`config.mk`:
```
export PLATFORM = sky130hd
export DESIGN_NAME = rcl_latch_bank
export DESIGN_NICKNAME = d
export VERILOG_FILES = /design/src/design/rcl_pkg.sv /design/src/design/rcl_board_if.sv /design/src/design/rcl_signal_board.sv /design/src/design/rcl_latch_bank.sv
export SDC_FILE = /design/constraint.sdc
export NUM_CORES = 1
export LEC_CHECK = 0
export BUFFER_PORTS_ARGS = -buffer_cell sky130_fd_sc_hd__buf_2
export CORE_MARGIN = 2
export CORE_UTILIZATION = 55
export CTS_BUF_LIST = sky130_fd_sc_hd__clkbuf_4 sky130_fd_sc_hd__clkbuf_8 sky130_fd_sc_hd__clkbuf_16
export DETAILED_ROUTE_END_ITERATION = 8
export GPL_TIMING_DRIVEN = 0
export PLACE_DENSITY = 0.85
export SLEW_MARGIN = 0
export SYNTH_ARGS = -nofsm -noshare
export SYNTH_HDL_FRONTEND = slang
export SYNTH_HIERARCHICAL = 1
export SYNTH_SLANG_ARGS = --single-unit
```
`constraint.sdc`:
```
create_clock -name clk -period 4.65 [get_ports clk]
set_input_delay 0.93 -clock clk [delete_from_list [all_inputs] [get_ports clk]]
set_output_delay 0.93 -clock clk [all_outputs]
set_load 0.03 [all_outputs]
```
`src/design/rcl_pkg.sv`:
```
// constants, field layout and decode helpers for the receiver control latch bank
package rcl_pkg;

  // select codes presented on io_select_line during a write cycle
  localparam logic [3:0] SEL_CNT_PRESET = 4'h5;
  localparam logic [3:0] SEL_FAULT_REAR = 4'h7;
  localparam logic [3:0] SEL_AGC_BOARD = 4'hA;
  localparam logic [3:0] SEL_BFO_DIGIT = 4'hB;
  localparam logic [3:0] SEL_FILTER = 4'hC;
  localparam logic [3:0] SEL_AGC_MODE = 4'hD;
  localparam logic [3:0] SEL_DAC = 4'hE;
  localparam logic [3:0] SEL_AUDIO_XPT = 4'hF;
  localparam logic [3:0] SEL_BOARD_FIRST = 4'hA;

  // select codes presented during a read cycle
  localparam logic [3:0] SEL_RD_METER = 4'h0;
  localparam logic [3:0] SEL_RD_UNLOCK = 4'h1;

  localparam int BOARD_STB_W = 6;
  localparam int BOARD_IDX_FILTER = 2;
  localparam int BOARD_IDX_AGC_MODE = 3;
  localparam int BOARD_IDX_DAC = 4;
  localparam int BOARD_IDX_AUDIO = 5;
  localparam int BOARD_IDX_AGC_BOARD = 0;

  // field positions
  localparam int BFO_EN_BIT = 4;
  localparam int SLOT1_BIT = 4;
  localparam int LIMITER_SRC_BIT = 5;
  localparam int AGC_DUMP_BIT = 6;
  localparam int DET_SEL_BIT = 0;
  localparam int AF_LEVEL_BIT = 1;
  localparam int METER_SRC_BIT = 2;
  localparam int XPT_W = 5;
  localparam int METER_ISB_BIT = 4;
  localparam int METER_AGC_BIT = 3;
  localparam logic [2:0] FAULT_DEC_OUT = 3'h5;
  localparam logic [2:0] SLOT_FIRST_BCD = 3'h2;

  // reset values and counter step
  localparam logic [7:0] LATCH_RESET = 8'h00;
  localparam logic [3:0] CNT_RESET = 4'h0;
  localparam logic [3:0] CNT_STEP = 4'h1;

  // one-hot decode of a 4-bit code into sixteen lines
  function automatic logic [15:0] rcl_onehot16(input logic [3:0] code);
    logic [15:0] r;
    r = 16'h0000;
    r[code] = 1'b1;
    return r;
  endfunction

  // one-of-ten decode; codes ten to fifteen select nothing
  function automatic logic [9:0] rcl_one_of_ten(input logic [3:0] code);
    logic [15:0] r;
    r = rcl_onehot16(code);
    return r[9:0];
  endfunction

endpackage

```
`src/design/rcl_board_if.sv`:
```
// translated data bus and board strobes toward the signal-path control board
`timescale 1ns/1ps
`default_nettype none
interface rcl_board_if;
  logic [7:0] data;
  logic [rcl_pkg::BOARD_STB_W-1:0] stb;
  modport src (output data, output stb);
  modport dst (input data, input stb);
endinterface
`default_nettype wire

```
`src/design/rcl_signal_board.sv`:
```
// strobe-clocked latches of the signal-path control board and the optional agc board
`timescale 1ns/1ps
`default_nettype none
module rcl_signal_board (
  input wire logic clk, // system clock
  input wire logic reset, // synchronous reset
  rcl_board_if.dst brd, // translated bus and strobes
  output logic [7:1] filter_slot, // filter slot select: slots 2..7 from the bcd code, slot 1 from bit 4, so slot 1 can be set alongside another
  output logic bfo_to_limiter, // limiter source: 1 = bfo, 0 = if
  output logic agc_dump, // agc dump line
  output logic [15:0] agc_mode, // two agc mode latches
  output logic detector_sel, // detector select switch
  output logic af_level, // audio filter level switch
  output logic meter_src, // audio meter source switch
  output logic [7:0] dac_code, // dac input word
  output logic [4:0] xpt_code, // crosspoint switch word
  output logic [15:0] agc_board_ctl // optional agc board latches
);
  typedef struct packed {
    logic [7:0] filter;
    logic [7:0] path;
    logic dump;
    logic [15:0] agc;
    logic [7:0] audio;
    logic [7:0] dac;
    logic [4:0] xpt;
    logic [15:0] agcb;
  } rcl_board_state_t;

  rcl_board_state_t st_reg, st_next;
  logic [9:0] bcd_lines;

  // --------------------------------------------------------------
  // latch capture
  // --------------------------------------------------------------
  always_comb begin
    st_next = st_reg; // [RULE_21]
    if (brd.stb[rcl_pkg::BOARD_IDX_FILTER]) begin
      st_next.filter = brd.data; // [RULE_05]
      st_next.path = brd.data; // [RULE_07]
      st_next.dump = brd.data[rcl_pkg::AGC_DUMP_BIT]; // [RULE_07]
    end
    if (brd.stb[rcl_pkg::BOARD_IDX_AGC_MODE]) begin
      st_next.agc = {brd.data, brd.data}; // [RULE_08]
    end
    if (brd.stb[rcl_pkg::BOARD_IDX_AUDIO]) begin
      st_next.audio = brd.data; // [RULE_09]
      st_next.xpt = brd.data[rcl_pkg::XPT_W-1:0]; // [RULE_11]
    end
    if (brd.stb[rcl_pkg::BOARD_IDX_DAC]) begin
      st_next.dac = brd.data; // [RULE_10]
    end
    if (brd.stb[rcl_pkg::BOARD_IDX_AGC_BOARD]) begin
      st_next.agcb = {brd.data, brd.data}; // [RULE_12]
    end
  end

  always_ff @(posedge clk) begin
    if (reset) begin
      st_reg <= '0;
    end else begin
      st_reg <= st_next;
    end
  end

  // --------------------------------------------------------------
  // outputs
  // --------------------------------------------------------------
  // only the low nibble is the bcd code; bit 4 bypasses the decoder
  assign bcd_lines = rcl_pkg::rcl_one_of_ten(st_reg.filter[3:0]); // [RULE_05]
  assign filter_slot = {bcd_lines[7:2], st_reg.filter[rcl_pkg::SLOT1_BIT]}; // [RULE_05] [RULE_06]
  assign bfo_to_limiter = st_reg.path[rcl_pkg::LIMITER_SRC_BIT]; // [RULE_07]
  assign agc_dump = st_reg.dump;
  assign agc_mode = st_reg.agc;
  assign detector_sel = st_reg.audio[rcl_pkg::DET_SEL_BIT]; // [RULE_09]
  assign af_level = st_reg.audio[rcl_pkg::AF_LEVEL_BIT];
  assign meter_src = st_reg.audio[rcl_pkg::METER_SRC_BIT];
  assign dac_code = st_reg.dac;
  assign xpt_code = st_reg.xpt;
  assign agc_board_ctl = st_reg.agcb;
endmodule
`default_nettype wire

```
`src/design/rcl_latch_bank.sv`:
```
// receiver control latch bank: bus latch, strobe decode, bfo digits, unlock and meter inputs
//
// How it works
// RULE_01 - shared counter bits address four bfo latches
// RULE_02 - bfo digit latches load on strobe 11
// RULE_03 - first bfo latch bit 4 enables synthesizer
// RULE_04 - bus and strobes 10-15 forwarded to board
// RULE_05 - strobe 12 bcd code picks slot 2-7
// RULE_06 - filter latch bit 4 drives slot 1
// RULE_07 - strobe 12 latch sets limiter source, dump
// RULE_08 - strobe 13 loads two agc mode latches
// RULE_09 - strobe 15 latch sets detector, audio switches
// RULE_10 - dac loads eight bits on strobe 14
// RULE_11 - crosspoint takes five bits on strobe 15
// RULE_12 - agc board latches load on strobe 10
// RULE_13 - unlock input sets sticky unlock flag, led
// RULE_14 - unlock read clocks flags back low
// RULE_15 - unlock flags readable on the data bus
// RULE_16 - counter decode 5 drives fault outputs, inverted
// RULE_17 - meter buffer returns comparators, isb fitted
// RULE_18 - processor reads meter repeatedly for bar graph
// RULE_19 - processor makes strobes from select code
// RULE_20 - write data captured in bus latch
// RULE_21 - unselected latches keep their contents
`timescale 1ns/1ps
`default_nettype none
module rcl_latch_bank (
  input wire logic clk, // 50 MHz system clock
  input wire logic reset, // synchronous reset, active high
  input wire logic [3:0] io_select_line, // select code for this cycle
  input wire logic [7:0] wdata, // write data
  input wire logic wr_strobe, // one-cycle write strobe
  input wire logic rd_strobe, // one-cycle read strobe
  output logic [7:0] rdata, // read data, cycle after rd_strobe
  input wire logic [2:0] lock_lost, // loop monitors, high when out of lock
  input wire logic [2:0] meter_cmp, // meter comparator states
  input wire logic isb_fitted, // isb fitted indication
  input wire logic agc_board_fitted, // optional agc board present
  output logic [31:0] bfo_digits, // four bfo digit latches
  output logic bfo_synth_en, // bfo synthesizer enable
  output logic [2:0] loop_unlock_flag, // sticky unlock flags
  output logic [2:0] unlock_led_n, // unlock indicators, active low
  output logic fault_rear_n, // rear panel fault level, active low
  output logic fault_front_n, // front panel fault indicator, active low
  output logic [7:0] board_data, // bus toward the signal board
  output logic [5:0] board_strobe_group, // strobes 10..15 toward the board
  output logic [7:1] filter_slot, // filter slot select
  output logic bfo_to_limiter, // limiter source select
  output logic agc_dump, // agc dump line
  output logic [15:0] agc_mode, // agc mode latches
  output logic detector_sel, // detector select
  output logic af_level, // audio filter level
  output logic meter_src, // audio meter source
  output logic [7:0] dac_code, // dac word
  output logic [4:0] xpt_code, // crosspoint word
  output logic [15:0] agc_board_ctl // optional agc board controls
);

  // --------------------------------------------------------------
  // state
  // --------------------------------------------------------------
  typedef struct packed {
    logic [7:0] bus_latch;
    logic [5:0] board_stb;
    logic [3:0] cnt;
    logic [3:0][7:0] bfo;
    logic [2:0] unlock;
    logic rear_n;
    logic front_n;
    logic [7:0] rdata;
  } rcl_bank_state_t;

  rcl_bank_state_t st_reg, st_next;
  logic [15:0] wr_sel;
  logic [15:0] rd_sel;
  logic [7:0] fault_dec;
  logic cnt_clock;
  logic [7:0] meter_word;
  logic [7:0] unlock_word;

  // --------------------------------------------------------------
  // strobe decode
  // --------------------------------------------------------------
  // the processor's select code is decoded here; strobes only exist
  // during the one cycle in which the matching strobe is high
  always_comb begin
    wr_sel = 16'h0000;
    rd_sel = 16'h0000;
    if (wr_strobe) begin
      wr_sel = rcl_pkg::rcl_onehot16(io_select_line); // [RULE_19]
    end
    if (rd_strobe) begin
      rd_sel = rcl_pkg::rcl_onehot16(io_select_line);
    end
  end

  // strobes 7, 11 and 15 all step the shared counter
  assign cnt_clock = wr_sel[rcl_pkg::SEL_FAULT_REAR] | wr_sel[rcl_pkg::SEL_BFO_DIGIT]
    | wr_sel[rcl_pkg::SEL_AUDIO_XPT];

  // counter bits 1..3 feed both the digit latches and the fault decoders
  assign fault_dec = {8'h00} | 8'(rcl_pkg::rcl_onehot16({1'b0, st_reg.cnt[3:1]})); // [RULE_16]

  // --------------------------------------------------------------
  // input buffers
  // --------------------------------------------------------------
  // agc board fitted pulls its pulled-up input low; absence reads as one
  always_comb begin
    meter_word = 8'h00;
    meter_word[2:0] = meter_cmp; // [RULE_17]
    meter_word[rcl_pkg::METER_AGC_BIT] = ~agc_board_fitted;
    meter_word[rcl_pkg::METER_ISB_BIT] = isb_fitted; // [RULE_17]
    unlock_word = {5'h00, st_reg.unlock}; // [RULE_15]
  end

  // --------------------------------------------------------------
  // next state
  // --------------------------------------------------------------
  always_comb begin
    st_next = st_reg; // [RULE_21]
    st_next.board_stb = 6'h00;

    // write data lands in the bus latch and is forwarded with its strobe
    if (wr_strobe) begin
      st_next.bus_latch = wdata; // [RULE_20]
    end
    st_next.board_stb = wr_sel[15:10]; // [RULE_04]

    // shared counter: preset by its own strobe, else stepped
    if (wr_sel[rcl_pkg::SEL_CNT_PRESET]) begin
      st_next.cnt = wdata[3:0];
    end else if (cnt_clock) begin
      st_next.cnt = st_reg.cnt + rcl_pkg::CNT_STEP;
    end

    // each digit latch stores one data bit at the counter's address
    if (wr_sel[rcl_pkg::SEL_BFO_DIGIT]) begin
      for (int k = 0; k < 4; k++) begin
        st_next.bfo[k][st_reg.cnt[3:1]] = wdata[k]; // [RULE_01] [RULE_02]
      end
    end

    // fault levels follow decoder output 5, sampled on their strobes
    if (wr_sel[rcl_pkg::SEL_FAULT_REAR]) begin
      st_next.rear_n = ~(fault_dec[rcl_pkg::FAULT_DEC_OUT] & wdata[0]); // [RULE_16]
    end
    if (wr_sel[rcl_pkg::SEL_BFO_DIGIT]) begin
      st_next.front_n = ~(fault_dec[rcl_pkg::FAULT_DEC_OUT] & wdata[0]); // [RULE_16]
    end

    // unlock flags: a read of the flags clocks a low in, but a monitor
    // still out of lock holds its flag set, so the set always wins
    if (rd_sel[rcl_pkg::SEL_RD_UNLOCK]) begin
      st_next.unlock = 3'h0; // [RULE_14]
    end
    st_next.unlock = st_next.unlock | lock_lost; // [RULE_13]

    // read data stand in the cycle after the read strobe only
    st_next.rdata = 8'h00;
    if (rd_sel[rcl_pkg::SEL_RD_METER]) begin
      st_next.rdata = meter_word; // [RULE_17]
    end else if (rd_sel[rcl_pkg::SEL_RD_UNLOCK]) begin
      st_next.rdata = unlock_word; // [RULE_15]
    end
  end

  always_ff @(posedge clk) begin
    if (reset) begin
      st_reg <= '0;
      st_reg.rear_n <= 1'b1;
      st_reg.front_n <= 1'b1;
    end else begin
      st_reg <= st_next;
    end
  end

  // --------------------------------------------------------------
  // outputs
  // --------------------------------------------------------------
  assign rdata = st_reg.rdata;
  assign bfo_digits = st_reg.bfo;
  assign bfo_synth_en = st_reg.bfo[0][rcl_pkg::BFO_EN_BIT]; // [RULE_03]
  assign loop_unlock_flag = st_reg.unlock;
  assign unlock_led_n = ~st_reg.unlock; // [RULE_13]
  assign fault_rear_n = st_reg.rear_n;
  assign fault_front_n = st_reg.front_n;
  assign board_data = st_reg.bus_latch;
  assign board_strobe_group = st_reg.board_stb;

  // --------------------------------------------------------------
  // signal-path board
  // --------------------------------------------------------------
  rcl_board_if brd_link ();

  assign brd_link.data = st_reg.bus_latch; // [RULE_04]
  assign brd_link.stb = st_reg.board_stb;

  rcl_signal_board u_board (
    .clk(clk),
    .reset(reset),
    .brd(brd_link.dst),
    .filter_slot(filter_slot),
    .bfo_to_limiter(bfo_to_limiter),
    .agc_dump(agc_dump),
    .agc_mode(agc_mode),
    .detector_sel(detector_sel),
    .af_level(af_level),
    .meter_src(meter_src),
    .dac_code(dac_code),
    .xpt_code(xpt_code),
    .agc_board_ctl(agc_board_ctl)
  );
endmodule
`default_nettype wire

```
# Word-level counts from Yosys, hierarchy flattened
# Index checks and enable logic that the tools add are counted.
[classes] n_addsub=1 n_lt_le_gt_ge=8 muxes=19 n_bitwise=8 n_reduce_logical=7
[ops] op="bitwise mux 8 bit" count=4
[ops] op="2-to-1 mux 16 bit" count=1
[ops] op="less-than comparator 4 x 5 -> 1 bit (second input constant)" count=2
[ops] op="demux 1 bit (select 4 bit)" count=2
[ops] op=">= comparator 4 x 1 -> 1 bit (second input constant)" count=2
[ops] op="2-to-1 mux 4 bit" count=2
[ops] op="demux 1 bit (select 3 bit)" count=2
[ops] op=">= comparator 3 x 1 -> 1 bit (second input constant)" count=2
[ops] op="2-to-1 mux 3 bit" count=2
[ops] op="less-than comparator 3 x 5 -> 1 bit (second input constant)" count=1
[ops] op="2-to-1 mux 5 bit" count=1
[ops] op="adder 4 x 1 -> 4 bit (second input constant)" count=1
[ops] op="logical AND 1 bit" count=4
[ops] op="less-than comparator 3 x 4 -> 1 bit (second input constant)" count=1
[ops] op="2-to-1 mux 1 bit" count=4
[ops] op="OR reduction 2 bit" count=2
[ops] op="NOT 1 bit" count=3
[ops] op="NOT 3 bit" count=1
[ops] op="bitwise OR 3 bit" count=1
[ops] op="2-to-1 mux 2 bit" count=1
[ops] op="bitwise OR 1 bit" count=2
[ops] op="nonzero test 2 bit" count=1
[ops] op="AND 1 bit" count=1
[totals] register_bits=118 input_bits=24 output_inout_bits=120 wordCells=63

# Depth between registers and ports, before layout
[logic_depth] depth_word=9 ltp_mapped=6 ltp_nobuf=4

# Modules after synthesis
# Netlist, hierarchy kept.
[modules_own_cells] module="rcl_latch_bank" n_inst=1 cells_each=296 area_per_inst_um2=2855.2 seq_area_each_um2=1201.2
[modules_own_cells] module="rcl_signal_board" n_inst=1 cells_each=172 area_per_inst_um2=1717.9 seq_area_each_um2=720.7

# Least setup slack after synthesis
# No wires, ideal clock.
[synth_path] path_kind="input to register" startpoint="input port wr_strobe" endpoint="register st_reg[46] (netlist name)" setup_ps=115 arrival_time_ps=1957 required_ps=4535 slack_ps=2578 stages=5 path_buffers=1 cell_sequence="buf_4 -> nand2b_1 -> nor2_2 -> mux2_2 -> o21a_1"
[synth_via] elab_chain_len=4 word_cells_on_any_way=5 classes_between="2 x mux; 2 x bitwise; 1 x reduce/logical"
[synth_rtl] item="start, declared" line="rcl_latch_bank.sv:32" source="input wire logic wr_strobe,"
[synth_rtl] item="2-to-1 mux 16 bit (*)" line="rcl_latch_bank.sv:89" source="if (wr_strobe) begin"
[synth_rtl] item="bitwise OR 1 bit" line="rcl_latch_bank.sv:98" source="assign cnt_clock = wr_sel[rcl_pkg::SEL_FAULT_REAR] | wr_sel[rcl_pkg::SEL_BFO_DIGIT]"
[synth_rtl] item="bitwise OR 1 bit" line="rcl_latch_bank.sv:99" source="| wr_sel[rcl_pkg::SEL_AUDIO_XPT];"
[synth_rtl] item="nonzero test 2 bit (no source line)"
[synth_rtl] item="end signal, assigned" line="rcl_latch_bank.sv:173" source="st_reg <= st_next;"
[synth_rtl] item="end, declared" line="rcl_latch_bank.sv:73" source="rcl_bank_state_t st_reg, st_next;"
# Mark *: on every way between the ends. The rest lies on a longest branch, timed or not.
# A chain may end at the register's enable or synchronous reset.

==> flow_summary.html <==
<table>
<tr><th>Metric</th><th>Value</th></tr>
<tr><th colspan="2">Drt</th></tr>
<tr><td>Total via count after detailed routing</td><td>between 3,000 and 4,000</td></tr>
<tr><td>DRC errors left</td><td>0</td></tr>
<tr><td>Routed wire length</td><td>about 10000 microns</td></tr>
<tr><td>Per-cell via count in the routed design</td><td>4.73</td></tr>
<tr><td>First-pass DRT Iterations</td><td>4</td></tr>
<tr><td>Wirelength per Cell</td><td>about 13 microns</td></tr>
<tr><td>Number of nets still failing antenna checks after routing</td><td>0</td></tr>
<tr><td>Number of design-rule violations left by the first detailed-router iteration</td><td>93</td></tr>
<tr><th colspan="2">Logic synthesis</th></tr>
<tr><td>Synth Instances</td><td>between 400 and 500</td></tr>
<tr><td>Distinct cell type count of the synthesized netlist</td><td>42</td></tr>
<tr><td>Top area cells in the synthesized netlist</td><td>sky130_fd_sc_hd__dfxtp_1, sky130_fd_sc_hd__mux2i_1, sky130_fd_sc_hd__buf_4, sky130_fd_sc_hd__nor2_1, sky130_fd_sc_hd__buf_6</td></tr>
<tr><td>Count of state elements after synthesis</td><td>96</td></tr>
<tr><td>Post-Synthesis Cell Area</td><td>between 4000 and 5000 sq um</td></tr>
<tr><td>Average footprint of a synthesized cell</td><td>9.77 sq um</td></tr>
<tr><td>Area share of the largest cell type after synthesis</td><td>42.0%</td></tr>
<tr><td>Synth warnings</td><td>6</td></tr>
<tr><td>Cell type contributing the most total cell area after synthesis</td><td>sky130_fd_sc_hd__dfxtp_1</td></tr>
<tr><td>Register area share after synthesis</td><td>between 40% and 50%</td></tr>
<tr><th colspan="2">CTS</th></tr>
<tr><td>Maximum count of clock buffers along a single path</td><td>2</td></tr>
<tr><td>Clock slew at the register clock pins of the worst setup and hold paths</td><td>90 ps</td></tr>
<tr><td>Count of instances resized after the clock tree is built</td><td>0</td></tr>
<tr><td>Post-CTS setup repair buffer count</td><td>0</td></tr>
<tr><td>Clock Sink Count</td><td>96</td></tr>
<tr><td>H-Tree Depth</td><td>3</td></tr>
<tr><td>Insertion delay to the later sink of the worst-skew pair</td><td>about 360 ps</td></tr>
<tr><td>CTS buffer count</td><td>9</td></tr>
<tr><td>Cell chosen for the clock root</td><td>sky130_fd_sc_hd__clkbuf_8</td></tr>
<tr><td>Hold_buf cts</td><td>0</td></tr>
<tr><td>CTS tree</td><td>built</td></tr>
<tr><th colspan="2">Floorplanning</th></tr>
<tr><td>Number of standard-cell rows in the floorplan</td><td>33</td></tr>
<tr><td>Starting utilization of the core area</td><td>roughly 56%</td></tr>
<tr><td>Io pins</td><td>approximately 140</td></tr>
<tr><td>Total Die Area</td><td>between 9000 and 10,000 sq um</td></tr>
<tr><td>Die Wd</td><td>95.2 microns</td></tr>
<tr><td>Die Y</td><td>95.2 microns</td></tr>
<tr><td>Placeable core area</td><td>roughly 8000 sq um</td></tr>
<tr><th colspan="2">Outcome</th></tr>
<tr><td>Result of the run</td><td>completed</td></tr>
<tr><th colspan="2">Critical path</th></tr>
<tr><td>R2R depth</td><td>6</td></tr>
<tr><td>Critical R2R Capture</td><td>bfo_digits[31]$_SDFFE_PP0P_</td></tr>
<tr><td>Crit Path Category</td><td>register to primary output</td></tr>
<tr><td>Series of cell instances along the critical path</td><td>nand2_1 -&gt; nor3_1 -&gt; buf_2</td></tr>
<tr><td>Critical path data required time</td><td>~3700 ps</td></tr>
<tr><td>Worst reg2reg setup slack</td><td>between 3000 and 4000 ps</td></tr>
<tr><td>Total buffers and inverters traversed by the critical path</td><td>1</td></tr>
<tr><td>CP Max Fanout</td><td>5</td></tr>
<tr><td>Critical Path End Type</td><td>primary output</td></tr>
<tr><td>Slowest stage cell on the critical path</td><td>sky130_fd_sc_hd__dfxtp_1</td></tr>
<tr><td>Worst R2R Start</td><td>st_reg[46]$_SDFFE_PP0P_</td></tr>
<tr><td>Kind of cell with the highest combined delay on the critical path</td><td>flip-flops</td></tr>
<tr><td>Worst path arrival time</td><td>about 1300 ps</td></tr>
<tr><td>Critical Path Start Type</td><td>register</td></tr>
<tr><td>Worst stage delay on the critical path</td><td>around 440 ps</td></tr>
<tr><th colspan="2">Timing</th></tr>
<tr><td>Maximum clock skew at final layout</td><td>between 9 and 10 ps</td></tr>
<tr><td>Worst slew margin relative to its limit</td><td>63.0%</td></tr>
<tr><td>Worst Max-Slew Pin Slew</td><td>between 500 and 600 ps</td></tr>
<tr><td>Final worst path period share</td><td>48.3%</td></tr>
<tr><td>Number of endpoints with negative hold slack in the final report</td><td>0</td></tr>
<tr><td>Peak Freq</td><td>0.445 GHz</td></tr>
<tr><td>Final setup violation count</td><td>0</td></tr>
<tr><td>Final max-slew violation count</td><td>0</td></tr>
<tr><td>Clock period minus worst slack</td><td>about 2200 ps</td></tr>
<tr><td>Setup TNS after final layout</td><td>0 ps</td></tr>
<tr><td>Unrepaired setup endpoints after global routing</td><td>no</td></tr>
<tr><th colspan="2">Finish</th></tr>
<tr><td>Storage element area</td><td>just under 2000 sq um</td></tr>
<tr><td>Area added between synthesis and finish</td><td>22.6%</td></tr>
<tr><td>Filler-free cell count of the finished design</td><td>727</td></tr>
<tr><td># diodes</td><td>0</td></tr>
<tr><td>Multi-input logic area</td><td>1630 sq um</td></tr>
<tr><td>Filler cell count in the final layout</td><td>between 600 and 700</td></tr>
<tr><td>Share of cells above drive strength 1</td><td>46.3%</td></tr>
<tr><td>NumNets Final</td><td>roughly 640</td></tr>
<tr><td>Flip-flop count of the largest register, all copies and words added</td><td>32</td></tr>
<tr><th colspan="2">Pwr</th></tr>
<tr><td>Power density over the cells</td><td>276 nW/um^2</td></tr>
<tr><td>Peak supply drop</td><td>0.154 mV</td></tr>
<tr><td>Leak Pwr</td><td>between 2 and 3 nW</td></tr>
<tr><th colspan="2">Placement</th></tr>
<tr><td>GPL Wtd Cong</td><td>around 0.88</td></tr>
<tr><td>Inst Count DP</td><td>roughly 700</td></tr>
<tr><td>Port-buffer cells</td><td>~140</td></tr>
<tr><td>Total half-perimeter wirelength after legalization and detailed placement</td><td>roughly 7500 microns</td></tr>
<tr><th colspan="2">Global route</th></tr>
<tr><td>Global-route wire length before repair</td><td>between 15,000 and 20,000 microns</td></tr>
<tr><td>Global route total overflow</td><td>0</td></tr>
<tr><td>Total Routing Usage GR</td><td>22.3%</td></tr>
<tr><td>Number of global-route vias before repair</td><td>between 3,000 and 4,000</td></tr>
<tr><td>Maximum number of pins on one net before global-route repair</td><td>18</td></tr>
<tr><td>Initial antenna violation count</td><td>0</td></tr>
<tr><th colspan="2">Hold path</th></tr>
<tr><td>Critical hold path startpoint</td><td>fault_front_n$_SDFFE_PP1P_</td></tr>
<tr><td>Hold path cells</td><td>1</td></tr>
<tr><td>Class of the worst hold path</td><td>register to register</td></tr>
<tr><td>Destination of the worst hold path</td><td>fault_front_n$_SDFFE_PP1P_</td></tr>
<tr><th colspan="2">Run</th></tr>
<tr><td>Count of maximum capacitance violations</td><td>0</td></tr>
</table>
## cell type report
type	instances	share of cell area, %
multi-input combinational	238	29.1
clock inverter	6	1.34
sequential	96	34.3
buffer	131	18.0
clock buffer	10	2.46
inverter	5	0.335
tap	105	2.34
timing repair buffer	136	12.1
## report_power, final
part	total [mW]	leakage (nW)	internal (mW)	switching (mW)
clock	0.572	0.105	0.272	0.300
sequential	0.844	0.776	0.831	0.0131
combinational	0.131	2.00	0.0532	0.0777
total	1.55	2.89	1.16	0.390
## cell usage in the layout, fill, tap and decap left out, types with 2 or more instances in the layout
cell and count:
sky130_fd_sc_hd__nand3b_1 3, sky130_fd_sc_hd__buf_2 140, sky130_fd_sc_hd__conb_1 3, sky130_fd_sc_hd__nor2_1 89, sky130_fd_sc_hd__mux2_2 2, sky130_fd_sc_hd__nor3_1 9
sky130_fd_sc_hd__o32ai_1 2, sky130_fd_sc_hd__nand4_1 4, sky130_fd_sc_hd__and4_1 3, sky130_fd_sc_hd__dfxtp_1 96, sky130_fd_sc_hd__nand2b_1 4, sky130_fd_sc_hd__inv_6 2
sky130_fd_sc_hd__buf_4 106, sky130_fd_sc_hd__buf_6 12, sky130_fd_sc_hd__inv_1 5, sky130_fd_sc_hd__nand2_1 5, sky130_fd_sc_hd__nand3_1 2, sky130_fd_sc_hd__a21oi_1 5
sky130_fd_sc_hd__clkbuf_8 12, sky130_fd_sc_hd__clkbuf_1 6, sky130_fd_sc_hd__nor3b_1 2, sky130_fd_sc_hd__mux2i_1 81, sky130_fd_sc_hd__nor2b_1 5
## worst max-delay path by stage
stage                                    start  slack [ps]                      end  cells after the start
2_1_floorplan                        wr_strobe        2580  st_reg[46]$_SDFFE_PP0P_                      5
3_3_place_gp                         wr_strobe        2350  st_reg[46]$_SDFFE_PP0P_                      6
3_5_place_dp                         wr_strobe        2300  st_reg[46]$_SDFFE_PP0P_                      6
4_1_cts        u_board/st_reg[55]$_SDFFE_PP0P_        2370           filter_slot[3]                      3
5_1_grt        u_board/st_reg[55]$_SDFFE_PP0P_        2320           filter_slot[3]                      3
6_report       u_board/st_reg[55]$_SDFFE_PP0P_        2400           filter_slot[3]                      3
## logic make-up after synthesis
family,Yosys count,share of synthesized area [%]
compound gates,12,1.78
fa+ha+maj,1,0.274
buf+inv,136,22.5
flops,96,42.0
mux,84,18.5
other cells,1,0.0820
simple gates,138,14.9
## per-layer routing
layer	up-vias	wire (microns)	global-route usage (%)
li1	1722	-	-
met1	1608	4080	26.0
met2	102	5080	40.9
met3	8	571	4.66
met4	0	58	6.28
met5	-	0	0
## metrics by stage
stage	utilization [%]	setup slack (ps)	hold slack [ps]	area, sq um	total power, mW
3_5_place_dp	66.3	2300	452	5390	0.995
4_1_cts	68.9	2370	473	5610	1.56
5_1_grt	68.9	2320	504	5610	1.61
6_report	68.9	2400	467	5610	1.55
2_1_floorplan	-	2580	462	4580	0.954
3_3_place_gp	66.3	2350	448	5390	0.991
## cell usage after synthesis (all sizes together)
cell type	n
buf	122
dfxtp	96
nor2	90
mux2i	81
clkbuf	9
nor3	9
nand2	6
a21oi	5
inv	5
nand2b	5
nor2b	5
nand3b	4
nand4	4
and4	3
mux2	3
nand3	3
nor3b	3
o32ai	2
a211o	1
a22oi	1
and2	1
and3b	1
conb	1
ha	1
nor4	1
o21a	1
o21ai	1
o21ba	1
or2	1
or3	1
or4	1
No activity file was read; power rests on OpenSTA's default activity.
